$ cat src/csl_pkg.sv
// Package with constants and types shared by the strap latch and decode block.
package csl_pkg;

  // ----------------------------------------------------------------------
  // Sensed resistor option codes on a strap pin
  // ----------------------------------------------------------------------
  localparam int unsigned STRAP_W = 3;
  localparam logic [2:0] RES_PD_200K = 3'h0;
  localparam logic [2:0] RES_PU_200K = 3'h1;
  localparam logic [2:0] RES_PD_10K = 3'h2;
  localparam logic [2:0] RES_PU_10K = 3'h3;
  localparam logic [2:0] RES_PD_10R = 3'h4;

  // ----------------------------------------------------------------------
  // Decoded port counts and mode straps
  // ----------------------------------------------------------------------
  localparam int unsigned CNT_W = 3;
  localparam logic [2:0] CNT_NONE = 3'h0;
  localparam logic [2:0] CNT_ONE = 3'h1;
  localparam logic [2:0] CNT_TWO = 3'h2;
  localparam logic [2:0] CNT_THREE = 3'h3;
  localparam logic [2:0] CNT_FOUR = 3'h4;
  localparam int unsigned MODE_STRAPS = 3;
  localparam int unsigned MODE_W = MODE_STRAPS * STRAP_W;

  // ----------------------------------------------------------------------
  // Capture sequencing
  // ----------------------------------------------------------------------
  localparam logic [1:0] SETTLE_CYCLES = 2'h3;
  localparam logic [1:0] SETTLE_RST = 2'h0;

  typedef enum logic [1:0] {
    CSL_ST_SETTLE = 2'b00,
    CSL_ST_CAPTURE = 2'b01,
    CSL_ST_HOLD = 2'b11
  } csl_state_type;

  // ----------------------------------------------------------------------
  // Register map (byte addresses) and field positions
  // ----------------------------------------------------------------------
  localparam logic [7:0] ADDR_STATUS = 8'h00;
  localparam logic [7:0] ADDR_FIXED_CFG = 8'h04;
  localparam logic [7:0] ADDR_CHARGE_CFG = 8'h08;
  localparam logic [7:0] ADDR_MODE_CFG = 8'h0C;
  localparam logic [7:0] ADDR_EFFECTIVE = 8'h10;
  localparam int unsigned ST_FIXED_LSB = 0;
  localparam int unsigned ST_CHARGE_LSB = 3;
  localparam int unsigned ST_MODE_LSB = 6;
  localparam int unsigned ST_FIXED_RSVD = 16;
  localparam int unsigned ST_CHARGE_RSVD = 17;
  localparam int unsigned ST_LATCHED = 24;
  localparam int unsigned CFG_VAL_LSB = 0;
  localparam int unsigned CFG_OVR_BIT = 16;
  localparam int unsigned EFF_FIXED_LSB = 0;
  localparam int unsigned EFF_CHARGE_LSB = 8;
  localparam int unsigned EFF_MODE_LSB = 16;
  localparam logic [2:0] CFG_CNT_RST = 3'h0;
  localparam logic [8:0] CFG_MODE_RST = 9'h000;
  localparam logic CFG_OVR_RST = 1'b0;

endpackage

$ cat src/csl_strap_latch.sv
// Strap latch and decode block with an APB register slave.
//
// Local design decisions: the APB register port and the register addresses.
`timescale 1ns/10ps
module csl_strap_latch #(
  parameter int unsigned NUM_PORTS = 4
) (
  input wire logic clk_sys,
  input wire logic arst_n,
  input wire logic [2:0] fixed_port_strap,
  input wire logic [2:0] charge_port_strap,
  input wire logic [8:0] mode_strap,
  input wire logic psel,
  input wire logic penable,
  input wire logic pwrite,
  input wire logic [7:0] paddr,
  input wire logic [31:0] pwdata,
  input wire logic [3:0] pstrb,
  output logic pready,
  output logic pslverr,
  output logic [31:0] prdata,
  output logic straps_latched,
  output logic [NUM_PORTS-1:0] nonrem_port_en,
  output logic [NUM_PORTS-1:0] dcp_port_en,
  output logic [NUM_PORTS-1:0] cdp_port_en,
  output logic [8:0] device_mode
);

  // ----------------------------------------------------------------------
  // Elaboration checks
  // ----------------------------------------------------------------------
  // The decode reaches four ports, so fewer ports cannot hold every setting.
  if (NUM_PORTS < 4 || NUM_PORTS > 7) begin : g_bad_ports
    $error("NUM_PORTS must be between 4 and 7.");
  end

  // ----------------------------------------------------------------------
  // Decode helpers
  // ----------------------------------------------------------------------
  // Maps a sensed resistor option to a port count; other codes are reserved.
  function automatic logic [2:0] res_to_cnt(input logic [2:0] code);
    logic [2:0] cnt;
    cnt = csl_pkg::CNT_NONE;
    case (code)
      csl_pkg::RES_PD_200K: cnt = csl_pkg::CNT_NONE;
      csl_pkg::RES_PU_200K: cnt = csl_pkg::CNT_ONE;
      csl_pkg::RES_PD_10K: cnt = csl_pkg::CNT_TWO;
      csl_pkg::RES_PU_10K: cnt = csl_pkg::CNT_THREE;
      csl_pkg::RES_PD_10R: cnt = csl_pkg::CNT_FOUR;
      default: cnt = csl_pkg::CNT_NONE;
    endcase
    return cnt;
  endfunction

  // Flags a sensed resistor code that matches none of the five options.
  function automatic logic res_reserved(input logic [2:0] code);
    return code > csl_pkg::RES_PD_10R;
  endfunction

  // ----------------------------------------------------------------------
  // Pin synchronisers
  // ----------------------------------------------------------------------
  logic [14:0] sync1_q;
  logic [14:0] sync2_q;
  logic [14:0] sync1_d;
  logic [14:0] sync2_d;

  // The strap pins are asynchronous, so two flops precede any logic.
  always_comb begin
    sync1_d = {mode_strap, charge_port_strap, fixed_port_strap};
    sync2_d = sync1_q;
  end

  always_ff @(posedge clk_sys or negedge arst_n) begin
    if (!arst_n) begin
      sync1_q <= 15'h0000;
      sync2_q <= 15'h0000;
    end else begin
      sync1_q <= sync1_d;
      sync2_q <= sync2_d;
    end
  end

  // ----------------------------------------------------------------------
  // Capture sequencer
  // ----------------------------------------------------------------------
  csl_pkg::csl_state_type state_q;
  csl_pkg::csl_state_type state_d;
  logic [1:0] settle_q;
  logic [1:0] settle_d;
  logic [2:0] fixed_code_q;
  logic [2:0] fixed_code_d;
  logic [2:0] charge_code_q;
  logic [2:0] charge_code_d;
  logic [8:0] mode_code_q;
  logic [8:0] mode_code_d;

  // After reset release the sync chain is filled, then the levels are caught once.
  always_comb begin
    state_d = state_q;
    settle_d = settle_q;
    fixed_code_d = fixed_code_q;
    charge_code_d = charge_code_q;
    mode_code_d = mode_code_q;
    case (state_q)
      csl_pkg::CSL_ST_SETTLE: begin
        settle_d = settle_q + 2'h1;
        if (settle_q == csl_pkg::SETTLE_CYCLES) begin
          state_d = csl_pkg::CSL_ST_CAPTURE;
        end
      end
      csl_pkg::CSL_ST_CAPTURE: begin
        fixed_code_d = sync2_q[2:0];
        charge_code_d = sync2_q[5:3];
        mode_code_d = sync2_q[14:6];
        state_d = csl_pkg::CSL_ST_HOLD;
      end
      csl_pkg::CSL_ST_HOLD: state_d = csl_pkg::CSL_ST_HOLD;
      default: state_d = csl_pkg::CSL_ST_SETTLE;
    endcase
  end

  always_ff @(posedge clk_sys or negedge arst_n) begin
    if (!arst_n) begin
      state_q <= csl_pkg::CSL_ST_SETTLE;
      settle_q <= csl_pkg::SETTLE_RST;
      fixed_code_q <= csl_pkg::RES_PD_200K;
      charge_code_q <= csl_pkg::RES_PD_200K;
      mode_code_q <= csl_pkg::CFG_MODE_RST;
    end else begin
      state_q <= state_d;
      settle_q <= settle_d;
      fixed_code_q <= fixed_code_d;
      charge_code_q <= charge_code_d;
      mode_code_q <= mode_code_d;
    end
  end

  // ----------------------------------------------------------------------
  // Software configuration registers and APB slave
  // ----------------------------------------------------------------------
  logic [2:0] fixed_ovr_cnt_q;
  logic [2:0] fixed_ovr_cnt_d;
  logic fixed_ovr_en_q;
  logic fixed_ovr_en_d;
  logic [2:0] charge_ovr_cnt_q;
  logic [2:0] charge_ovr_cnt_d;
  logic charge_ovr_en_q;
  logic charge_ovr_en_d;
  logic [8:0] mode_ovr_q;
  logic [8:0] mode_ovr_d;
  logic mode_ovr_en_q;
  logic mode_ovr_en_d;
  logic pready_q;
  logic pready_d;
  logic pslverr_q;
  logic pslverr_d;
  logic [31:0] prdata_q;
  logic [31:0] prdata_d;
  logic setup_hit;
  logic wr_commit;
  logic addr_ok;
  logic [31:0] rd_word;

  // Effective settings feed both the outputs and the read-back word.
  logic [2:0] fixed_cnt_eff;
  logic [2:0] charge_cnt_eff;
  logic [8:0] mode_eff;
  logic fixed_rsvd;
  logic charge_rsvd;
  logic latched;

  always_comb begin
    latched = (state_q == csl_pkg::CSL_ST_HOLD);
    fixed_rsvd = res_reserved(fixed_code_q);
    charge_rsvd = res_reserved(charge_code_q);
    fixed_cnt_eff = fixed_ovr_en_q ? fixed_ovr_cnt_q : res_to_cnt(fixed_code_q);
    charge_cnt_eff = charge_ovr_en_q ? charge_ovr_cnt_q : res_to_cnt(charge_code_q);
    mode_eff = mode_ovr_en_q ? mode_ovr_q : mode_code_q;
  end

  // Address decode and read-back multiplexer; unmapped words read zero.
  always_comb begin
    addr_ok = 1'b1;
    rd_word = 32'h0000_0000;
    case (paddr)
      csl_pkg::ADDR_STATUS: begin
        rd_word[csl_pkg::ST_FIXED_LSB +: 3] = fixed_code_q;
        rd_word[csl_pkg::ST_CHARGE_LSB +: 3] = charge_code_q;
        rd_word[csl_pkg::ST_MODE_LSB +: 9] = mode_code_q;
        rd_word[csl_pkg::ST_FIXED_RSVD] = fixed_rsvd;
        rd_word[csl_pkg::ST_CHARGE_RSVD] = charge_rsvd;
        rd_word[csl_pkg::ST_LATCHED] = latched;
      end
      csl_pkg::ADDR_FIXED_CFG: begin
        rd_word[csl_pkg::CFG_VAL_LSB +: 3] = fixed_ovr_cnt_q;
        rd_word[csl_pkg::CFG_OVR_BIT] = fixed_ovr_en_q;
      end
      csl_pkg::ADDR_CHARGE_CFG: begin
        rd_word[csl_pkg::CFG_VAL_LSB +: 3] = charge_ovr_cnt_q;
        rd_word[csl_pkg::CFG_OVR_BIT] = charge_ovr_en_q;
      end
      csl_pkg::ADDR_MODE_CFG: begin
        rd_word[csl_pkg::CFG_VAL_LSB +: 9] = mode_ovr_q;
        rd_word[csl_pkg::CFG_OVR_BIT] = mode_ovr_en_q;
      end
      csl_pkg::ADDR_EFFECTIVE: begin
        rd_word[csl_pkg::EFF_FIXED_LSB +: 3] = fixed_cnt_eff;
        rd_word[csl_pkg::EFF_CHARGE_LSB +: 3] = charge_cnt_eff;
        rd_word[csl_pkg::EFF_MODE_LSB +: 9] = mode_eff;
      end
      default: addr_ok = 1'b0;
    endcase
  end

  // The answer is prepared at the setup edge, so every access has no wait state.
  always_comb begin
    setup_hit = psel && !penable;
    wr_commit = psel && penable && pready_q && pwrite && !pslverr_q;
    pready_d = setup_hit;
    pslverr_d = setup_hit ? !addr_ok : 1'b0;
    prdata_d = (setup_hit && !pwrite) ? rd_word : 32'h0000_0000;
    fixed_ovr_cnt_d = fixed_ovr_cnt_q;
    fixed_ovr_en_d = fixed_ovr_en_q;
    charge_ovr_cnt_d = charge_ovr_cnt_q;
    charge_ovr_en_d = charge_ovr_en_q;
    mode_ovr_d = mode_ovr_q;
    mode_ovr_en_d = mode_ovr_en_q;
    if (wr_commit && paddr == csl_pkg::ADDR_FIXED_CFG) begin
      if (pstrb[0]) fixed_ovr_cnt_d = pwdata[csl_pkg::CFG_VAL_LSB +: 3];
      if (pstrb[2]) fixed_ovr_en_d = pwdata[csl_pkg::CFG_OVR_BIT];
    end
    if (wr_commit && paddr == csl_pkg::ADDR_CHARGE_CFG) begin
      if (pstrb[0]) charge_ovr_cnt_d = pwdata[csl_pkg::CFG_VAL_LSB +: 3];
      if (pstrb[2]) charge_ovr_en_d = pwdata[csl_pkg::CFG_OVR_BIT];
    end
    if (wr_commit && paddr == csl_pkg::ADDR_MODE_CFG) begin
      if (pstrb[0]) mode_ovr_d[7:0] = pwdata[7:0];
      if (pstrb[1]) mode_ovr_d[8] = pwdata[8];
      if (pstrb[2]) mode_ovr_en_d = pwdata[csl_pkg::CFG_OVR_BIT];
    end
  end

  always_ff @(posedge clk_sys or negedge arst_n) begin
    if (!arst_n) begin
      pready_q <= 1'b0;
      pslverr_q <= 1'b0;
      prdata_q <= 32'h0000_0000;
      fixed_ovr_cnt_q <= csl_pkg::CFG_CNT_RST;
      fixed_ovr_en_q <= csl_pkg::CFG_OVR_RST;
      charge_ovr_cnt_q <= csl_pkg::CFG_CNT_RST;
      charge_ovr_en_q <= csl_pkg::CFG_OVR_RST;
      mode_ovr_q <= csl_pkg::CFG_MODE_RST;
      mode_ovr_en_q <= csl_pkg::CFG_OVR_RST;
    end else begin
      pready_q <= pready_d;
      pslverr_q <= pslverr_d;
      prdata_q <= prdata_d;
      fixed_ovr_cnt_q <= fixed_ovr_cnt_d;
      fixed_ovr_en_q <= fixed_ovr_en_d;
      charge_ovr_cnt_q <= charge_ovr_cnt_d;
      charge_ovr_en_q <= charge_ovr_en_d;
      mode_ovr_q <= mode_ovr_d;
      mode_ovr_en_q <= mode_ovr_en_d;
    end
  end

  // ----------------------------------------------------------------------
  // Per-port enables
  // ----------------------------------------------------------------------
  logic [NUM_PORTS-1:0] nonrem_d;
  logic [NUM_PORTS-1:0] nonrem_q;
  logic [NUM_PORTS-1:0] charge_d;
  logic [NUM_PORTS-1:0] charge_q;
  logic [8:0] mode_out_q;
  logic latched_q;

  // Port n is covered when the decoded count exceeds its index.
  for (genvar i = 0; i < NUM_PORTS; i++) begin : g_port
    assign nonrem_d[i] = latched && (fixed_cnt_eff > 3'(i));
    assign charge_d[i] = latched && (charge_cnt_eff > 3'(i));
  end

  always_ff @(posedge clk_sys or negedge arst_n) begin
    if (!arst_n) begin
      nonrem_q <= '0;
      charge_q <= '0;
      mode_out_q <= 9'h000;
      latched_q <= 1'b0;
    end else begin
      nonrem_q <= nonrem_d;
      charge_q <= charge_d;
      mode_out_q <= latched ? mode_eff : 9'h000;
      latched_q <= latched;
    end
  end

  // ----------------------------------------------------------------------
  // Outputs
  // ----------------------------------------------------------------------
  // DCP and CDP together
  assign dcp_port_en = charge_q;
  assign cdp_port_en = charge_q;
  assign nonrem_port_en = nonrem_q;
  assign device_mode = mode_out_q;
  assign straps_latched = latched_q;
  assign pready = pready_q;
  assign pslverr = pslverr_q;
  assign prdata = prdata_q;

endmodule

$ cat config.mk
export PLATFORM = sky130hd
export DESIGN_NAME = csl_strap_latch
export DESIGN_NICKNAME = d
export VERILOG_FILES = /design/src/csl_pkg.sv /design/src/csl_strap_latch.sv
export SDC_FILE = /design/constraint.sdc
export NUM_CORES = 1
export LEC_CHECK = 0
export BUFFER_PORTS_ARGS = -buffer_cell sky130_fd_sc_hd__buf_2
export CAP_MARGIN = 10
export CORE_MARGIN = 4
export CORE_UTILIZATION = 51
export CTS_BUF_LIST = sky130_fd_sc_hd__clkbuf_4 sky130_fd_sc_hd__clkbuf_8 sky130_fd_sc_hd__clkbuf_16
export DETAILED_ROUTE_END_ITERATION = 10
export GPL_TIMING_DRIVEN = 0
export PLACE_DENSITY = 0.79
export SETUP_SLACK_MARGIN = 0.3
export SYNTH_ARGS = -nofsm -noshare
export SYNTH_HDL_FRONTEND = slang
export SYNTH_SLANG_ARGS = --single-unit
$ cat constraint.sdc
create_clock -name clk_sys -period 1.95 [get_ports clk_sys]
set_clock_uncertainty 0.15 [all_clocks]
set_input_delay 0 -clock clk_sys [delete_from_list [all_inputs] [get_ports clk_sys]]
set_output_delay 0 -clock clk_sys [all_outputs]
set_load 0.005 [all_outputs]
==> impl_metrics.env <==
export IMPL_peakVddDrop_uv=594.2
export IMPL_rows=32
export IMPL_setup_viol=0
export IMPL_pin_count=120
export IMPL_violations="hold timing"
export IMPL_async_flop_share_pct=100.0
export IMPL_die_h_um=98.51
export IMPL_clock_sinks=111
export IMPL_clk_latency_ns=0.36
export IMPL_critPathKind="flop to flop"
export IMPL_max_slew_margin_pct=45.51
export IMPL_max_freq_mhz=566.2
export IMPL_viasPerCell=5.182
export IMPL_ctsRootBufferMaster="clkbuf_8"
export IMPL_timing_hold_ws_ns=-0.01489
export IMPL_worstRegToRegCells=4
export IMPL_synth_mux_area_share_pct=13.66
export IMPL_gp_congestion=0.8314
export IMPL_numCtsBuffers=9
export IMPL_fin_crit_ns=1.766
export IMPL_drive_gt1_share_pct=39.28
export IMPL_globalRouteOverflowTotal=0
export IMPL_clk_pin_slew_ns=0.10
export IMPL_layout_nets=503
export IMPL_setup_tns_ns=0
export IMPL_ys_warn_count=0
export IMPL_post_place_ws_ns=-0.07082
export IMPL_grt_max_degree=70
export IMPL_status="finished, violations left"
export IMPL_worstMarginPinSlew_ns=0.8174
export IMPL_layout_setup_ws_ns=0.1838
export IMPL_rsz0062_at_grt="yes"
export IMPL_final_cell_mix="dfrtp_1 (111), buf_2 (86), dlygate4sd3_1 (32)"
export IMPL_antennaDiodeCount=0
export IMPL_synth_top_area_share_pct=66.49
export IMPL_synth_compound_area_share_pct=5.331
export IMPL_period_share_pct=90.58
export IMPL_drt_wl_total_um=8974
export IMPL_rrSetupSlack_ns=0.18
export IMPL_finalHoldViolations=1
export IMPL_ys_ff_latch=111
export IMPL_synth_top_family_by_area="multiplexers"
export IMPL_initial_core_util_pct=53.24
export IMPL_syn2layout_area_growth_pct=30.37
export IMPL_holdPathStages=5
export IMPL_layout_commonest_cell="dfrtp_1"
export IMPL_synth_area_mm2=0.004178
export IMPL_cap_violations=0
export IMPL_power_density_mw_per_mm2=757.3
export IMPL_synth_edf_count=0
export IMPL_drtPass1Iterations=4
export IMPL_vias=2824
export IMPL_total_leakage_power_nw=2.675
export IMPL_postCtsHoldBufs=32
export IMPL_cts_max_level=3
export IMPL_crit_arrival_ns=1.87
export IMPL_grt_pass1_vias=2945
export IMPL_synthCells=299
export IMPL_io_buffers=86
export IMPL_grt_use_total_pct=19.34
export IMPL_drc_errors=0
export IMPL_ys_seq_area_share_pct=66.49
export IMPL_synth_largest_area_cell="dfrtp_1"
export IMPL_ys_types=45
export IMPL_cts_tree="yes"
export IMPL_dp_hpwl_um=6183
export IMPL_synth_simple_area_share_pct=10.30
export IMPL_slew_viol_final=0
export IMPL_antenna_found_initial=0
export IMPL_synth_adder_area_share_pct=0.2995
export IMPL_cp_required_ns=2.05
export IMPL_fin_total_pwr_mw=4.124
export IMPL_yosys_area_share_xor_xnor_pct=0.2096
export IMPL_synthFlopType="dfrtp_1"
export IMPL_coreArea_mm2=0.007848
export IMPL_synth_area_top_cells="dfrtp_1 (66%), mux2_2 (8.6%), mux2i_1 (2.9%), buf_4 (2.2%), nor2_1 (2.1%)"
export IMPL_wl_per_cell_um=16.47
export IMPL_die_w_um=98.51
export IMPL_path_max_fanout=3
export IMPL_avgSynthCellArea_um2=13.97
export IMPL_grt_first_pass_wirelength_um=14720
export IMPL_clk_path_buf_depth=2
export IMPL_hp_class="input pin to flop"
export IMPL_drt_initial_drc_count=125
export IMPL_ant_nets=0
export IMPL_critPathLaunchType="flop"
export IMPL_die_area_mm2=0.009703
export IMPL_crit_path_end_kind="flop"
## sequential cells by signal, summed over array words and instances, names as in the netlist, 4 cells and up
register	count
prdata	24
nonrem_port_en	4
sync2_q	15
device_mode	9
mode_code_q	9
mode_ovr_q	9
sync1_q	15
cdp_port_en	4
## power by group
| part | switching (mW) | total [mW] | leakage (nW) | internal [mW] |
|---|---|---|---|---|
| sequential | 0.0384 | 2.41 | 1.40 | 2.37 |
| combinational | 0.146 | 0.303 | 1.17 | 0.157 |
| clock | 0.766 | 1.41 | 0.105 | 0.647 |
| total | 0.951 | 4.12 | 2.68 | 3.17 |
## Yosys cell counts (3+ instances only)
library cell  number
a21oi_1           11
a22o_1             5
and2_1             5
buf_4             12
clkbuf_1          10
dfrtp_1          111
inv_1              5
mux2_2            32
mux2_4             3
mux2i_1           12
nand2_1            6
nand2b_1           4
nand3_1            8
nor2_1            23
nor3_1             4
nor3b_1            3
nor4b_1            3
o21ai_0            3
or3_1              6
## what timing repair did
action                                 4_1_cts  5_1_grt
setup endpoints to repair                   31       23
resized for setup                           12       14
endpoints found under the hold margin      109        1
setup buffers                                1        1
pin swaps                                    1        2
## final timing paths
check	startpoint	to
max	pready	charge_ovr_cnt_q[0]
max in group asynchronous	arst_n	mode_ovr_q[2]
max reg2reg	pready	charge_ovr_cnt_q[0]
min reg2reg	sync1_q[1]	sync2_q[1]
min in group asynchronous	arst_n	sync1_q[12]
min	paddr[5]	prdata[2]
## per-stage QoR
step | hold slack (ns) | util, % | std cells | instance area (µm²)
after floorplan | -0.4456 | - | 306 | 4223
after global placement | -0.04283 | 60.92 | 494 | 4781
after detailed placement | -0.04068 | 61.21 | 495 | 4803
after CTS | -0.06127 | 68.77 | 544 | 5396
after global routing | -0.008876 | 69.40 | 545 | 5446
final | -0.01489 | 69.40 | 545 | 5446
## kinds of logic (layout without fill, tap and decap cells)
family                   Yosys count  in the layout
buffers and inverters             28            165
AND/OR/NAND/NOR                   75             75
adder cells (fa/ha/maj)            1              1
multiplexers                      49             49
AO/OA/AOI/OAI                     33             33
other                              1              8
XOR/XNOR                           1              1
flip-flops                       111            111
## worst max-delay path, cell delays in order (launching register included)
cell	delay (ns)
dfrtp_1	0.36
and4_4	0.26
nand3_4	0.09
or4_4	0.47
mux2_4	0.31
## routing by layer
metal | share of wire (%) | vias to the layer above | global-route usage, %
li1 | - | 1298 | -
met3 | 6.2 | 21 | 4.812
met1 | 41 | 1407 | 24.84
met5 | 0 | - | 0
met4 | 2.8 | 0 | 8.508
met2 | 50 | 98 | 31.36
## final cells by class
type                            instances  area [µm²]
Tap cell                              102       127.6
Sequential cell                       111        2778
Buffer                                 23       156.4
Timing Repair Buffer                  121       788.3
Fill cell                             584        2401
Clock inverter                          6       75.07
Clock buffer                           10       137.6
Inverter                                5       18.77
Multi-Input combinational cell        167        1365
Note: power is estimated with default switching activity, not from simulation.
